[src/pkg/coil_drive_consts.svh]
`ifndef COIL_DRIVE_CONSTS_SVH
`define COIL_DRIVE_CONSTS_SVH

// word geometry
`define CDC_WORD_BITS      20
`define CDC_ADDR_HI        19
`define CDC_ADDR_LO        18
`define CDC_ADDR_VALUE     2'h0
// direct-current layout
`define CDC_POL_A_BIT      17
`define CDC_MAG_A_HI       16
`define CDC_MAG_A_LO       9
`define CDC_POL_B_BIT      8
`define CDC_MAG_B_HI       7
`define CDC_MAG_B_LO       0
// step/direction layout
`define CDC_STEP_INTERPOLATE_ENABLE_BIT     9
`define CDC_DUAL_EDGE_STEP_BIT      8
`define CDC_MICROSTEP_RESOLUTION_HI        3
`define CDC_MICROSTEP_RESOLUTION_LO        0
`define CDC_MICROSTEP_RESOLUTION_FULL      4'h8
`define CDC_FINEST_STEPS   256
`define CDC_INTERP_FACTOR  16
// reset value of the stored word
`define CDC_RESET_VALUE    20'h00000
// microstep pacing while interpolating, in ref_clk cycles
`define CDC_INTERP_DIV     16

`endif

[src/pkg/coil_drive_pkg.sv]
package coil_drive_pkg;

  // coil currents in direct-current layout
  typedef struct packed {
    logic       pol_a;  // 0: first to second terminal
    logic [7:0] mag_a;  // unsigned magnitude, coil a
    logic       pol_b;  // 0: first to second terminal
    logic [7:0] mag_b;  // unsigned magnitude, coil b
  } dc_fields_t;

  // step interface settings in step/direction layout
  typedef struct packed {
    logic       interpolate; // up to 16 microsteps per step
    logic       dual_edge;   // both step edges count
    logic [3:0] resolution;  // microstep_resolution code
  } sd_fields_t;

  // serial pins after synchronising
  typedef struct packed {
    logic sclk;
    logic sdi;
    logic chip_select_low;
  } spi_pins_t;

endpackage

[src/hw/sync_edge.sv]
module sync_edge #(
  parameter int               WIDTH      = 1,
  parameter logic [WIDTH-1:0] IDLE_LEVEL = '0  // resting level of each pin
) (
  input  wire logic             ref_clk,
  input  wire logic             reset_n,
  input  wire logic [WIDTH-1:0] async_in,
  output logic      [WIDTH-1:0] sync_out,
  output logic      [WIDTH-1:0] rise,
  output logic      [WIDTH-1:0] fall
);

  ////////////////////////////////////////////////////////////////////
  // two-flop synchroniser plus one delay stage for edge finding
  logic [WIDTH-1:0] meta_r;    // first stage, read by stage two only
  logic [WIDTH-1:0] stable_r;  // second stage, safe to use
  logic [WIDTH-1:0] prev_r;    // stable value one cycle ago

  generate
    if (WIDTH < 1) begin : g_bad_width
      $error("sync_edge: WIDTH must be at least 1");
    end
  endgenerate

  // reset to the pins' resting level, so no false edge follows release
  always_ff @(posedge ref_clk or negedge reset_n) begin
    if (!reset_n) begin
      meta_r   <= IDLE_LEVEL;
      stable_r <= IDLE_LEVEL;
      prev_r   <= IDLE_LEVEL;
    end else begin
      meta_r   <= async_in;
      stable_r <= meta_r;
      prev_r   <= stable_r;
    end
  end

  // edges compare only the settled stages
  assign sync_out = stable_r;
  assign rise     = stable_r & ~prev_r;
  assign fall     = ~stable_r & prev_r;

endmodule // sync_edge

[src/hw/coil_drive_control_register.sv]
`include "coil_drive_consts.svh"

module coil_drive_control_register #(
  parameter int INTERP_DIV = `CDC_INTERP_DIV
) (
  input  wire logic                    ref_clk,
  input  wire logic                    reset_n,
  input  wire logic                    spi_sclk,
  input  wire logic                    spi_sdi,
  input  wire logic                    chip_select_low_n,
  input  wire logic                    step_in,
  input  wire logic                    dir_in,
  input  wire logic                    step_interface_off,
  output coil_drive_pkg::dc_fields_t   coil_currents,
  output coil_drive_pkg::sd_fields_t   step_config,
  output logic                         word_loaded,
  output logic                         microstep_pulse,
  output logic                         microstep_dir,
  output logic [9:0]                   microstep_position
);

  ////////////////////////////////////////////////////////////////////
  // elaboration checks

  generate
    if (INTERP_DIV < 1 || INTERP_DIV > 65535) begin : g_bad_div
      $error("coil_drive_control_register: INTERP_DIV out of range");
    end
  endgenerate

  ////////////////////////////////////////////////////////////////////
  // decoding helpers

  // direct-current layout of a stored word
  function automatic coil_drive_pkg::dc_fields_t decode_dc(
    input logic [`CDC_WORD_BITS-1:0] w
  );
    coil_drive_pkg::dc_fields_t f;
    f.pol_a = w[`CDC_POL_A_BIT];
    f.mag_a = w[`CDC_MAG_A_HI:`CDC_MAG_A_LO];
    f.pol_b = w[`CDC_POL_B_BIT];
    f.mag_b = w[`CDC_MAG_B_HI:`CDC_MAG_B_LO];
    return f;
  endfunction

  // step/direction layout of a stored word
  function automatic coil_drive_pkg::sd_fields_t decode_sd(
    input logic [`CDC_WORD_BITS-1:0] w
  );
    coil_drive_pkg::sd_fields_t f;
    f.interpolate = w[`CDC_STEP_INTERPOLATE_ENABLE_BIT];
    f.dual_edge   = w[`CDC_DUAL_EDGE_STEP_BIT];
    f.resolution  = w[`CDC_MICROSTEP_RESOLUTION_HI:`CDC_MICROSTEP_RESOLUTION_LO];
    return f;
  endfunction

  // position advance for one full input step; codes above full
  // step are treated as full step rather than wrapping to zero
  function automatic logic [8:0] step_size(input logic [3:0] code);
    logic [3:0] c;
    c = (code > `CDC_MICROSTEP_RESOLUTION_FULL) ? `CDC_MICROSTEP_RESOLUTION_FULL : code;
    return 9'(`CDC_FINEST_STEPS >> c);
  endfunction

  // move a position up or down, wrapping over one period
  // shared by the settle, step and spread arithmetic
  function automatic logic [9:0] move(
    input logic [9:0]  pos,
    input logic [13:0] amount,
    input logic        down
  );
    logic [9:0] a;
    a = amount[9:0];
    return down ? pos - a : pos + a;
  endfunction

  ////////////////////////////////////////////////////////////////////
  // pin synchronisers: all serial and step pins come from outside
  // the ref_clk domain

  coil_drive_pkg::spi_pins_t spi_s;   // settled serial pins
  coil_drive_pkg::spi_pins_t spi_up;  // rising edges of them
  logic [1:0]                sd_s;    // settled step, dir
  logic [1:0]                sd_up;   // rising edges
  logic [1:0]                sd_dn;   // falling edges

  // select idles high; a reset level of zero would fake a select
  // rising edge, and so a store, right after reset
  sync_edge #(
    .WIDTH      (3),
    .IDLE_LEVEL (3'h1)
  ) u_spi_sync (
    .ref_clk  (ref_clk),
    .reset_n  (reset_n),
    .async_in ({spi_sclk, spi_sdi, chip_select_low_n}),
    .sync_out (spi_s),
    .rise     (spi_up),
    .fall     ()
  );

  sync_edge #(
    .WIDTH (2)
  ) u_step_sync (
    .ref_clk  (ref_clk),
    .reset_n  (reset_n),
    .async_in ({step_in, dir_in}),
    .sync_out (sd_s),
    .rise     (sd_up),
    .fall     (sd_dn)
  );

  ////////////////////////////////////////////////////////////////////
  // serial receiver and the stored word

  // receiver state
  logic [`CDC_WORD_BITS-1:0] shift_r;   // last bits shifted in
  logic [`CDC_WORD_BITS-1:0] shift_nxt;
  logic [`CDC_WORD_BITS-1:0] ctrl_r;    // stored word, write only
  logic [`CDC_WORD_BITS-1:0] ctrl_nxt;
  logic                      load_r;    // one-cycle load pulse
  logic                      load_nxt;

  // sclk and sdi pass equal stages, so data stays aligned to edges
  always_comb begin
    shift_nxt = shift_r;
    ctrl_nxt  = ctrl_r;
    load_nxt  = 1'b0;
    if (!spi_s.chip_select_low && spi_up.sclk) begin
      // longer frames simply push older bits out of the top
      shift_nxt = {shift_r[`CDC_WORD_BITS-2:0], spi_s.sdi};
    end
    // select rising: the last bits shifted form the word
    if (spi_up.chip_select_low) begin
      // other address codes belong to sibling registers
      if (shift_r[`CDC_ADDR_HI:`CDC_ADDR_LO] == `CDC_ADDR_VALUE) begin
        ctrl_nxt = shift_r;
        load_nxt = 1'b1;
      end
    end
  end

  // register the receiver; the stored word resets to all zero
  always_ff @(posedge ref_clk or negedge reset_n) begin
    if (!reset_n) begin
      shift_r <= `CDC_RESET_VALUE;
      ctrl_r  <= `CDC_RESET_VALUE;
      load_r  <= 1'b0;
    end else begin
      shift_r <= shift_nxt;
      ctrl_r  <= ctrl_nxt;
      load_r  <= load_nxt;
    end
  end

  ////////////////////////////////////////////////////////////////////
  // layout decode: re-evaluated every cycle so a change of the mode
  // bit applies to the word already stored

  coil_drive_pkg::dc_fields_t dc_r;   // currents seen by bridges
  coil_drive_pkg::dc_fields_t dc_nxt;
  coil_drive_pkg::sd_fields_t sd_r;   // step interface settings
  coil_drive_pkg::sd_fields_t sd_nxt;

  // mode bit comes from the configuration register, same clock
  always_comb begin
    if (step_interface_off) begin
      dc_nxt = decode_dc(ctrl_r);
      sd_nxt = '0;
    end else begin
      // currents then come from the step sequencer, not this word
      dc_nxt = '0;
      sd_nxt = decode_sd(ctrl_r);
    end
  end

  // one register stage keeps every data output on a flip-flop
  always_ff @(posedge ref_clk or negedge reset_n) begin
    if (!reset_n) begin
      dc_r <= '0;
      sd_r <= '0;
    end else begin
      dc_r <= dc_nxt;
      sd_r <= sd_nxt;
    end
  end

  ////////////////////////////////////////////////////////////////////
  // interpolation pacing divider: one-cycle tick every INTERP_DIV

  logic [15:0] div_r;
  logic [15:0] div_nxt;
  logic        tick;

  // free-running and shared by every spread, so the first move of a
  // spread may come anywhere up to one period after the step
  always_comb begin
    tick    = (div_r == 16'(INTERP_DIV - 1));
    div_nxt = tick ? 16'h0000 : div_r + 16'h0001;
  end

  // register the divider count
  always_ff @(posedge ref_clk or negedge reset_n) begin
    if (!reset_n) begin
      div_r <= 16'h0000;
    end else begin
      div_r <= div_nxt;
    end
  end

  ////////////////////////////////////////////////////////////////////
  // step position: single or dual edge, optional spread over up to 16 microsteps

  // combinational step decode
  logic       step_evt;    // qualified step edge
  logic [8:0] size;        // advance per input step
  logic [4:0] sub_count;   // microsteps one step spreads into
  logic [8:0] sub_inc;     // advance per spread microstep
  // registered position and spread bookkeeping
  logic [9:0] pos_r;
  logic [9:0] pos_nxt;
  logic [4:0] left_r;      // spread microsteps still owed
  logic [4:0] left_nxt;
  logic [8:0] inc_r;
  logic [8:0] inc_nxt;
  logic       dir_r;
  logic       dir_nxt;
  logic       pulse_r;
  logic       pulse_nxt;
  logic [9:0] base;        // position after settling owed moves

  always_comb begin
    // step pins have no effect while the interface is off
    step_evt = !step_interface_off &&
               (sd_up[1] || (sd_r.dual_edge && sd_dn[1]));
    size     = step_size(sd_r.resolution);
    // fine settings cannot split into 16, so spread one per unit
    sub_count = (size >= 9'(`CDC_INTERP_FACTOR)) ?
                5'(`CDC_INTERP_FACTOR) : size[4:0];
    sub_inc   = (size >= 9'(`CDC_INTERP_FACTOR)) ?
                size >> 4 : 9'h001;
    base      = move(pos_r, 14'(left_r * inc_r), dir_r);
    pos_nxt   = pos_r;
    left_nxt  = left_r;
    inc_nxt   = inc_r;
    dir_nxt   = dir_r;
    pulse_nxt = 1'b0;
    // direct mode drops any spread still owed
    if (step_interface_off) begin
      left_nxt = 5'h00;
    end else if (step_evt) begin
      // a new step finishes the old spread at once: position never lags by more than one step
      if (sd_r.interpolate) begin
        pos_nxt  = base;
        left_nxt = sub_count;
        inc_nxt  = sub_inc;
        dir_nxt  = sd_s[0];
        // settling owed moves is a move too, so it is flagged
        pulse_nxt = (left_r != 5'h00);
      end else begin
        pos_nxt   = move(base, 14'(size), sd_s[0]);
        left_nxt  = 5'h00;
        dir_nxt   = sd_s[0];
        pulse_nxt = 1'b1;
      end
    end else if (left_r != 5'h00 && tick) begin
      // pay out one owed move per divider tick
      pos_nxt   = move(pos_r, 14'(inc_r), dir_r);
      left_nxt  = left_r - 5'h01;
      pulse_nxt = 1'b1;
    end
  end

  // register the step state
  always_ff @(posedge ref_clk or negedge reset_n) begin
    if (!reset_n) begin
      pos_r   <= 10'h000;
      left_r  <= 5'h00;
      inc_r   <= 9'h000;
      dir_r   <= 1'b0;
      pulse_r <= 1'b0;
    end else begin
      pos_r   <= pos_nxt;
      left_r  <= left_nxt;
      inc_r   <= inc_nxt;
      dir_r   <= dir_nxt;
      pulse_r <= pulse_nxt;
    end
  end

  ////////////////////////////////////////////////////////////////////
  // outputs, all from flip-flops; no read path for the stored word

  // decoded fields stand until the next store or mode change
  assign coil_currents      = dc_r;
  assign step_config        = sd_r;
  assign word_loaded        = load_r;
  assign microstep_pulse    = pulse_r;
  assign microstep_dir      = dir_r;
  assign microstep_position = pos_r;

endmodule // coil_drive_control_register

[config.mk]
export PLATFORM = sky130hd
export DESIGN_NAME = coil_drive_control_register
export DESIGN_NICKNAME = d
export VERILOG_FILES = /design/src/pkg/coil_drive_pkg.sv /design/src/hw/sync_edge.sv /design/src/hw/coil_drive_control_register.sv
export VERILOG_INCLUDE_DIRS = /design/src /design/src/pkg
export SDC_FILE = /design/constraint.sdc
export NUM_CORES = 1
export LEC_CHECK = 0
export ABC_AREA = 0
export BUFFER_PORTS_ARGS = -buffer_cell sky130_fd_sc_hd__buf_4
export CAP_MARGIN = 20
export CORE_UTILIZATION = 40
export DETAILED_ROUTE_END_ITERATION = 6
export HOLD_SLACK_MARGIN = 0.08
export SYNTH_ARGS = -nofsm -noshare
export SYNTH_HDL_FRONTEND = slang
export SYNTH_SLANG_ARGS = --single-unit
[constraint.sdc]
create_clock -name ref_clk -period 17.5 [get_ports ref_clk]
set_input_delay 4.375 -clock ref_clk [delete_from_list [all_inputs] [get_ports ref_clk]]
set_output_delay 4.375 -clock ref_clk [all_outputs]
set_load 0.03 [all_outputs]
==> run summary <==
Outcome: finished clean
Summed area of non-filler cells in the final layout: 7740 sq um
FMAX: 162 MHz
Number of nets with antenna violations after routing: 0
Number of flops mapped to enable cells by yosys: 0
Largest fanout on the critical path: 10
Max Root-Sink Buffers: 2
Total Neg Setup Slack: 0 ns
Maximum vdd ir drop: 0.0000849 V
Type of destination of the critical path: register
Maximum number of pins on one net before global-route repair: 65
Post-route minimum period: 6.18 ns
Routed met2 length: 6200 microns
Cell leakage power: 3.65 nW
CP Cell Sequence: nand2_1 -> fa_1 -> fa_1 -> fa_1 -> inv_1 -> ha_1 -> a211oi_2 -> nor2_1 -> xor2_1 -> nor4b_1 -> nor2_1 -> xnor2_1 -> ha_1 -> a2111oi_0 -> or3_1 -> xnor2_1 -> ha_1 -> a21oi_1 -> o31ai_1 -> xnor2_1 -> nor2_1 -> xnor2_1 -> a221o_1
Number of distinct library cell variants in the gate-level netlist after synthesis: 57
Slew headroom: 47.2%
Die boundary width: 131 microns
Mean cell area of the mapped netlist: 10.3 sq um
Uppermost layer routed: met4
GP Congestion: 0.880
Required arrival time at the worst endpoint: 17.79 ns
Unrepaired setup endpoints after global routing: no
Core area: 16100 sq um
Critical Path Source: left_r[3]
Critical hold path startpoint: u_spi_sync.meta_r[2]
Cell Area, Synth: 6630 sq um
Critical Path AT: 6.47 ns
CTS tree: built
Final global-route overflow total: 0
Diode count: 0
Number of DRC markers after the initial detailed-route iteration: 207
Die height: 131 microns
Top post-synthesis cells by count: dfrtp_1, ha_1, nand2_1
H-tree Lvls: 4
Total number of yosys warnings: 0
1st-pass router iterations: 5
Final count of negative-setup-slack endpoints: 0
Initial standard-cell utilization of the core: 41.3%
Post-route DRC violation count: 0
Post-place instance area: 7180 sq um
Total Nets Final: 753
Number of I/O port buffers: 44
Synth Flop Type: dfrtp_1
Dominant cell type by area after synthesis: dfrtp_1
GRT Overall Usage: 18.0%
Total wirelength of the detailed-routed design: 13700 microns
Element type at the critical path start: register
Global-route wire length before repair: 23400 microns
Clock skew after layout: 0.00752 ns
Fraction of post-synthesis cell area in the top cell type by area: 41.9%
Routed met1 length: 6660 microns
Sequential share of the synthesized area: 43.1%
Standard cell with the maximum stage delay on the critical path: fa_1
FF+latch count, synth: 114
Highest cell delay on the worst timing path: 0.54 ns
Number of endpoints with negative hold slack in the final report: 0
CTS Buf Count: 17
Most frequent cell after synthesis: dfrtp_1
Final core occ: 48.2%
Average detailed-routed wire length per instance: 15.0 microns
Via count of the first global-routing pass: 4689
Total number of vias: 4595
Syn_nets: 712
Antenna violations before repair: 0
HPWL after detailed placement: 10100 microns
Detailed route wirelength on metal3: 615 microns
Site Rows: 46
Maximum capacitance violations: 0
Worst Reg2Reg Path Length in Cells: 23
Cell at the root of the clock tree: clkbuf_16
Tcrit/Tclk final: 35.3%
Power density over the cells: 154 nW/um^2
Clock Pin Slew Worst Setup and Hold Paths: 0.05 ns
Share of flip-flops with an asynchronous set or reset after synthesis: 100%
Final worst hold slack: 0.349 ns
Number of clock sinks seen by CTS: 114
RR Startpoint: left_r[3]
Library cell appearing most often on the critical path: xnor2_1
Kind of path behind the tightest hold check: register to register
Instance count of the mapped netlist: 641
Fraction of layout cells with a size suffix above 1: 17.7%
Slew at the pin closest to its max-slew limit: 0.792 ns
Instance count along the most critical hold path: 0
Via count normalized by instance count: 5.04
Final max-slew violation count: 0
Cell types with the largest area share after synthesis: dfrtp_1, ha_1, mux2_2
Hold-fix buffers at CTS: 0
Die area: 17100 sq um
Insertion delay to the later sink of the worst-skew pair: 0.41 ns
Post-cts gate resize count: 0
Layout-stage area growth over the synthesis result: 16.7%
Setup CP Type: register to register
Number of buffers added for setup after CTS: 0
Top-level port count: 45
path summary, 6_finish.rpt:
path                                           to  slack, ns
max in group asynchronous   microstep_position[9]      12.27
min in group asynchronous    u_spi_sync.meta_r[2]       3.98
hold reg to reg            u_spi_sync.sync_out[2]       0.35
setup reg to reg            microstep_position[9]      11.32
setup / recovery            microstep_position[9]      11.32
hold / removal             u_spi_sync.sync_out[2]       0.35
cell families after synthesis:
group                    after synthesis  synth area share [%]
AND/OR/NAND/NOR                      197                  14.9
flip-flops                           114                  43.1
AO/OA/AOI/OAI                        101                  9.69
buffers and inverters                 63                  3.60
adder cells (fa/ha/maj)               63                  13.2
XOR/XNOR                              52                  6.98
multiplexers                          51                  8.54
placed cells by master (no fill, tap or decap), types with 4 or more instances in the layout:
master / n
nor4b_1: 4
and2_1: 27
xnor2_1: 34
ha_1: 51
and3_1: 4
nand2_1: 50
dfrtp_1: 111
mux2_1: 17
nor4_1: 5
a31oi_1: 4
clkinv_2: 4
inv_1: 34
o21ai_0: 17
buf_4: 48
clkbuf_16: 17
a21oi_1: 24
nor2b_1: 14
nand3_1: 9
xor2_1: 17
o31ai_1: 6
mux2i_1: 6
nor3_1: 16
nor2_1: 44
o21ai_1: 13
mux2_2: 28
fa_1: 12
nand2b_1: 7
a21o_1: 9
per-layer routing:
metal  GRT usage [%]  vias up
li1                -     2298
met1            24.9     2194
met2            27.6       85
met3            3.66       18
met4            7.37        0
met5               0        -
worst max-delay path: cells and delay by family, from the launching register on:
kind,cells,cell delay (ns)
fa+ha+maj,6,2.38
simple gates,6,1.26
xor+xnor,5,0.99
compound gates,5,0.86
flops,1,0.53
buf+inv,1,0.04
per-stage QoR:
step / setup WS (ns) / instances / power [W]
floorplan: 11.82 / 641 / 0.000732
global placement: 11.32 / 879 / 0.000850
detailed placement: 11.25 / 879 / 0.000864
CTS: 11.34 / 911 / 0.00120
global route: 10.86 / 911 / 0.00128
finish: 11.32 / 911 / 0.00119
power breakdown:
part	switching, W	leakage (nW)	internal [W]	total, W
clock network	0.000120	0.273	0.000202	0.000322
registers	0.0000442	1.50	0.000302	0.000346
logic	0.000284	1.88	0.000238	0.000521
total	0.000447	3.65	0.000742	0.00119
sequential cells by signal, indices dropped and copies added, names as in the netlist, 5 cells and up:
register            cells
step_config             6
coil_currents          18
left_r                  5
div_r                  16
microstep_position     10
ctrl_r                 18
inc_r                   5
shift_r                20
final cells by class:
| type | count | area (sq um) |
|---|---|---|
| timing repair buffer | 48 | 360 |
| sequential | 114 | 2860 |
| clock inverter | 12 | 108 |
| clock buffer | 20 | 457 |
| fill | 1434 | 8310 |
| inverter | 37 | 139 |
| multi-input combinational | 464 | 3550 |
| tap | 216 | 270 |
Note: power is estimated with default switching activity, not from simulation.
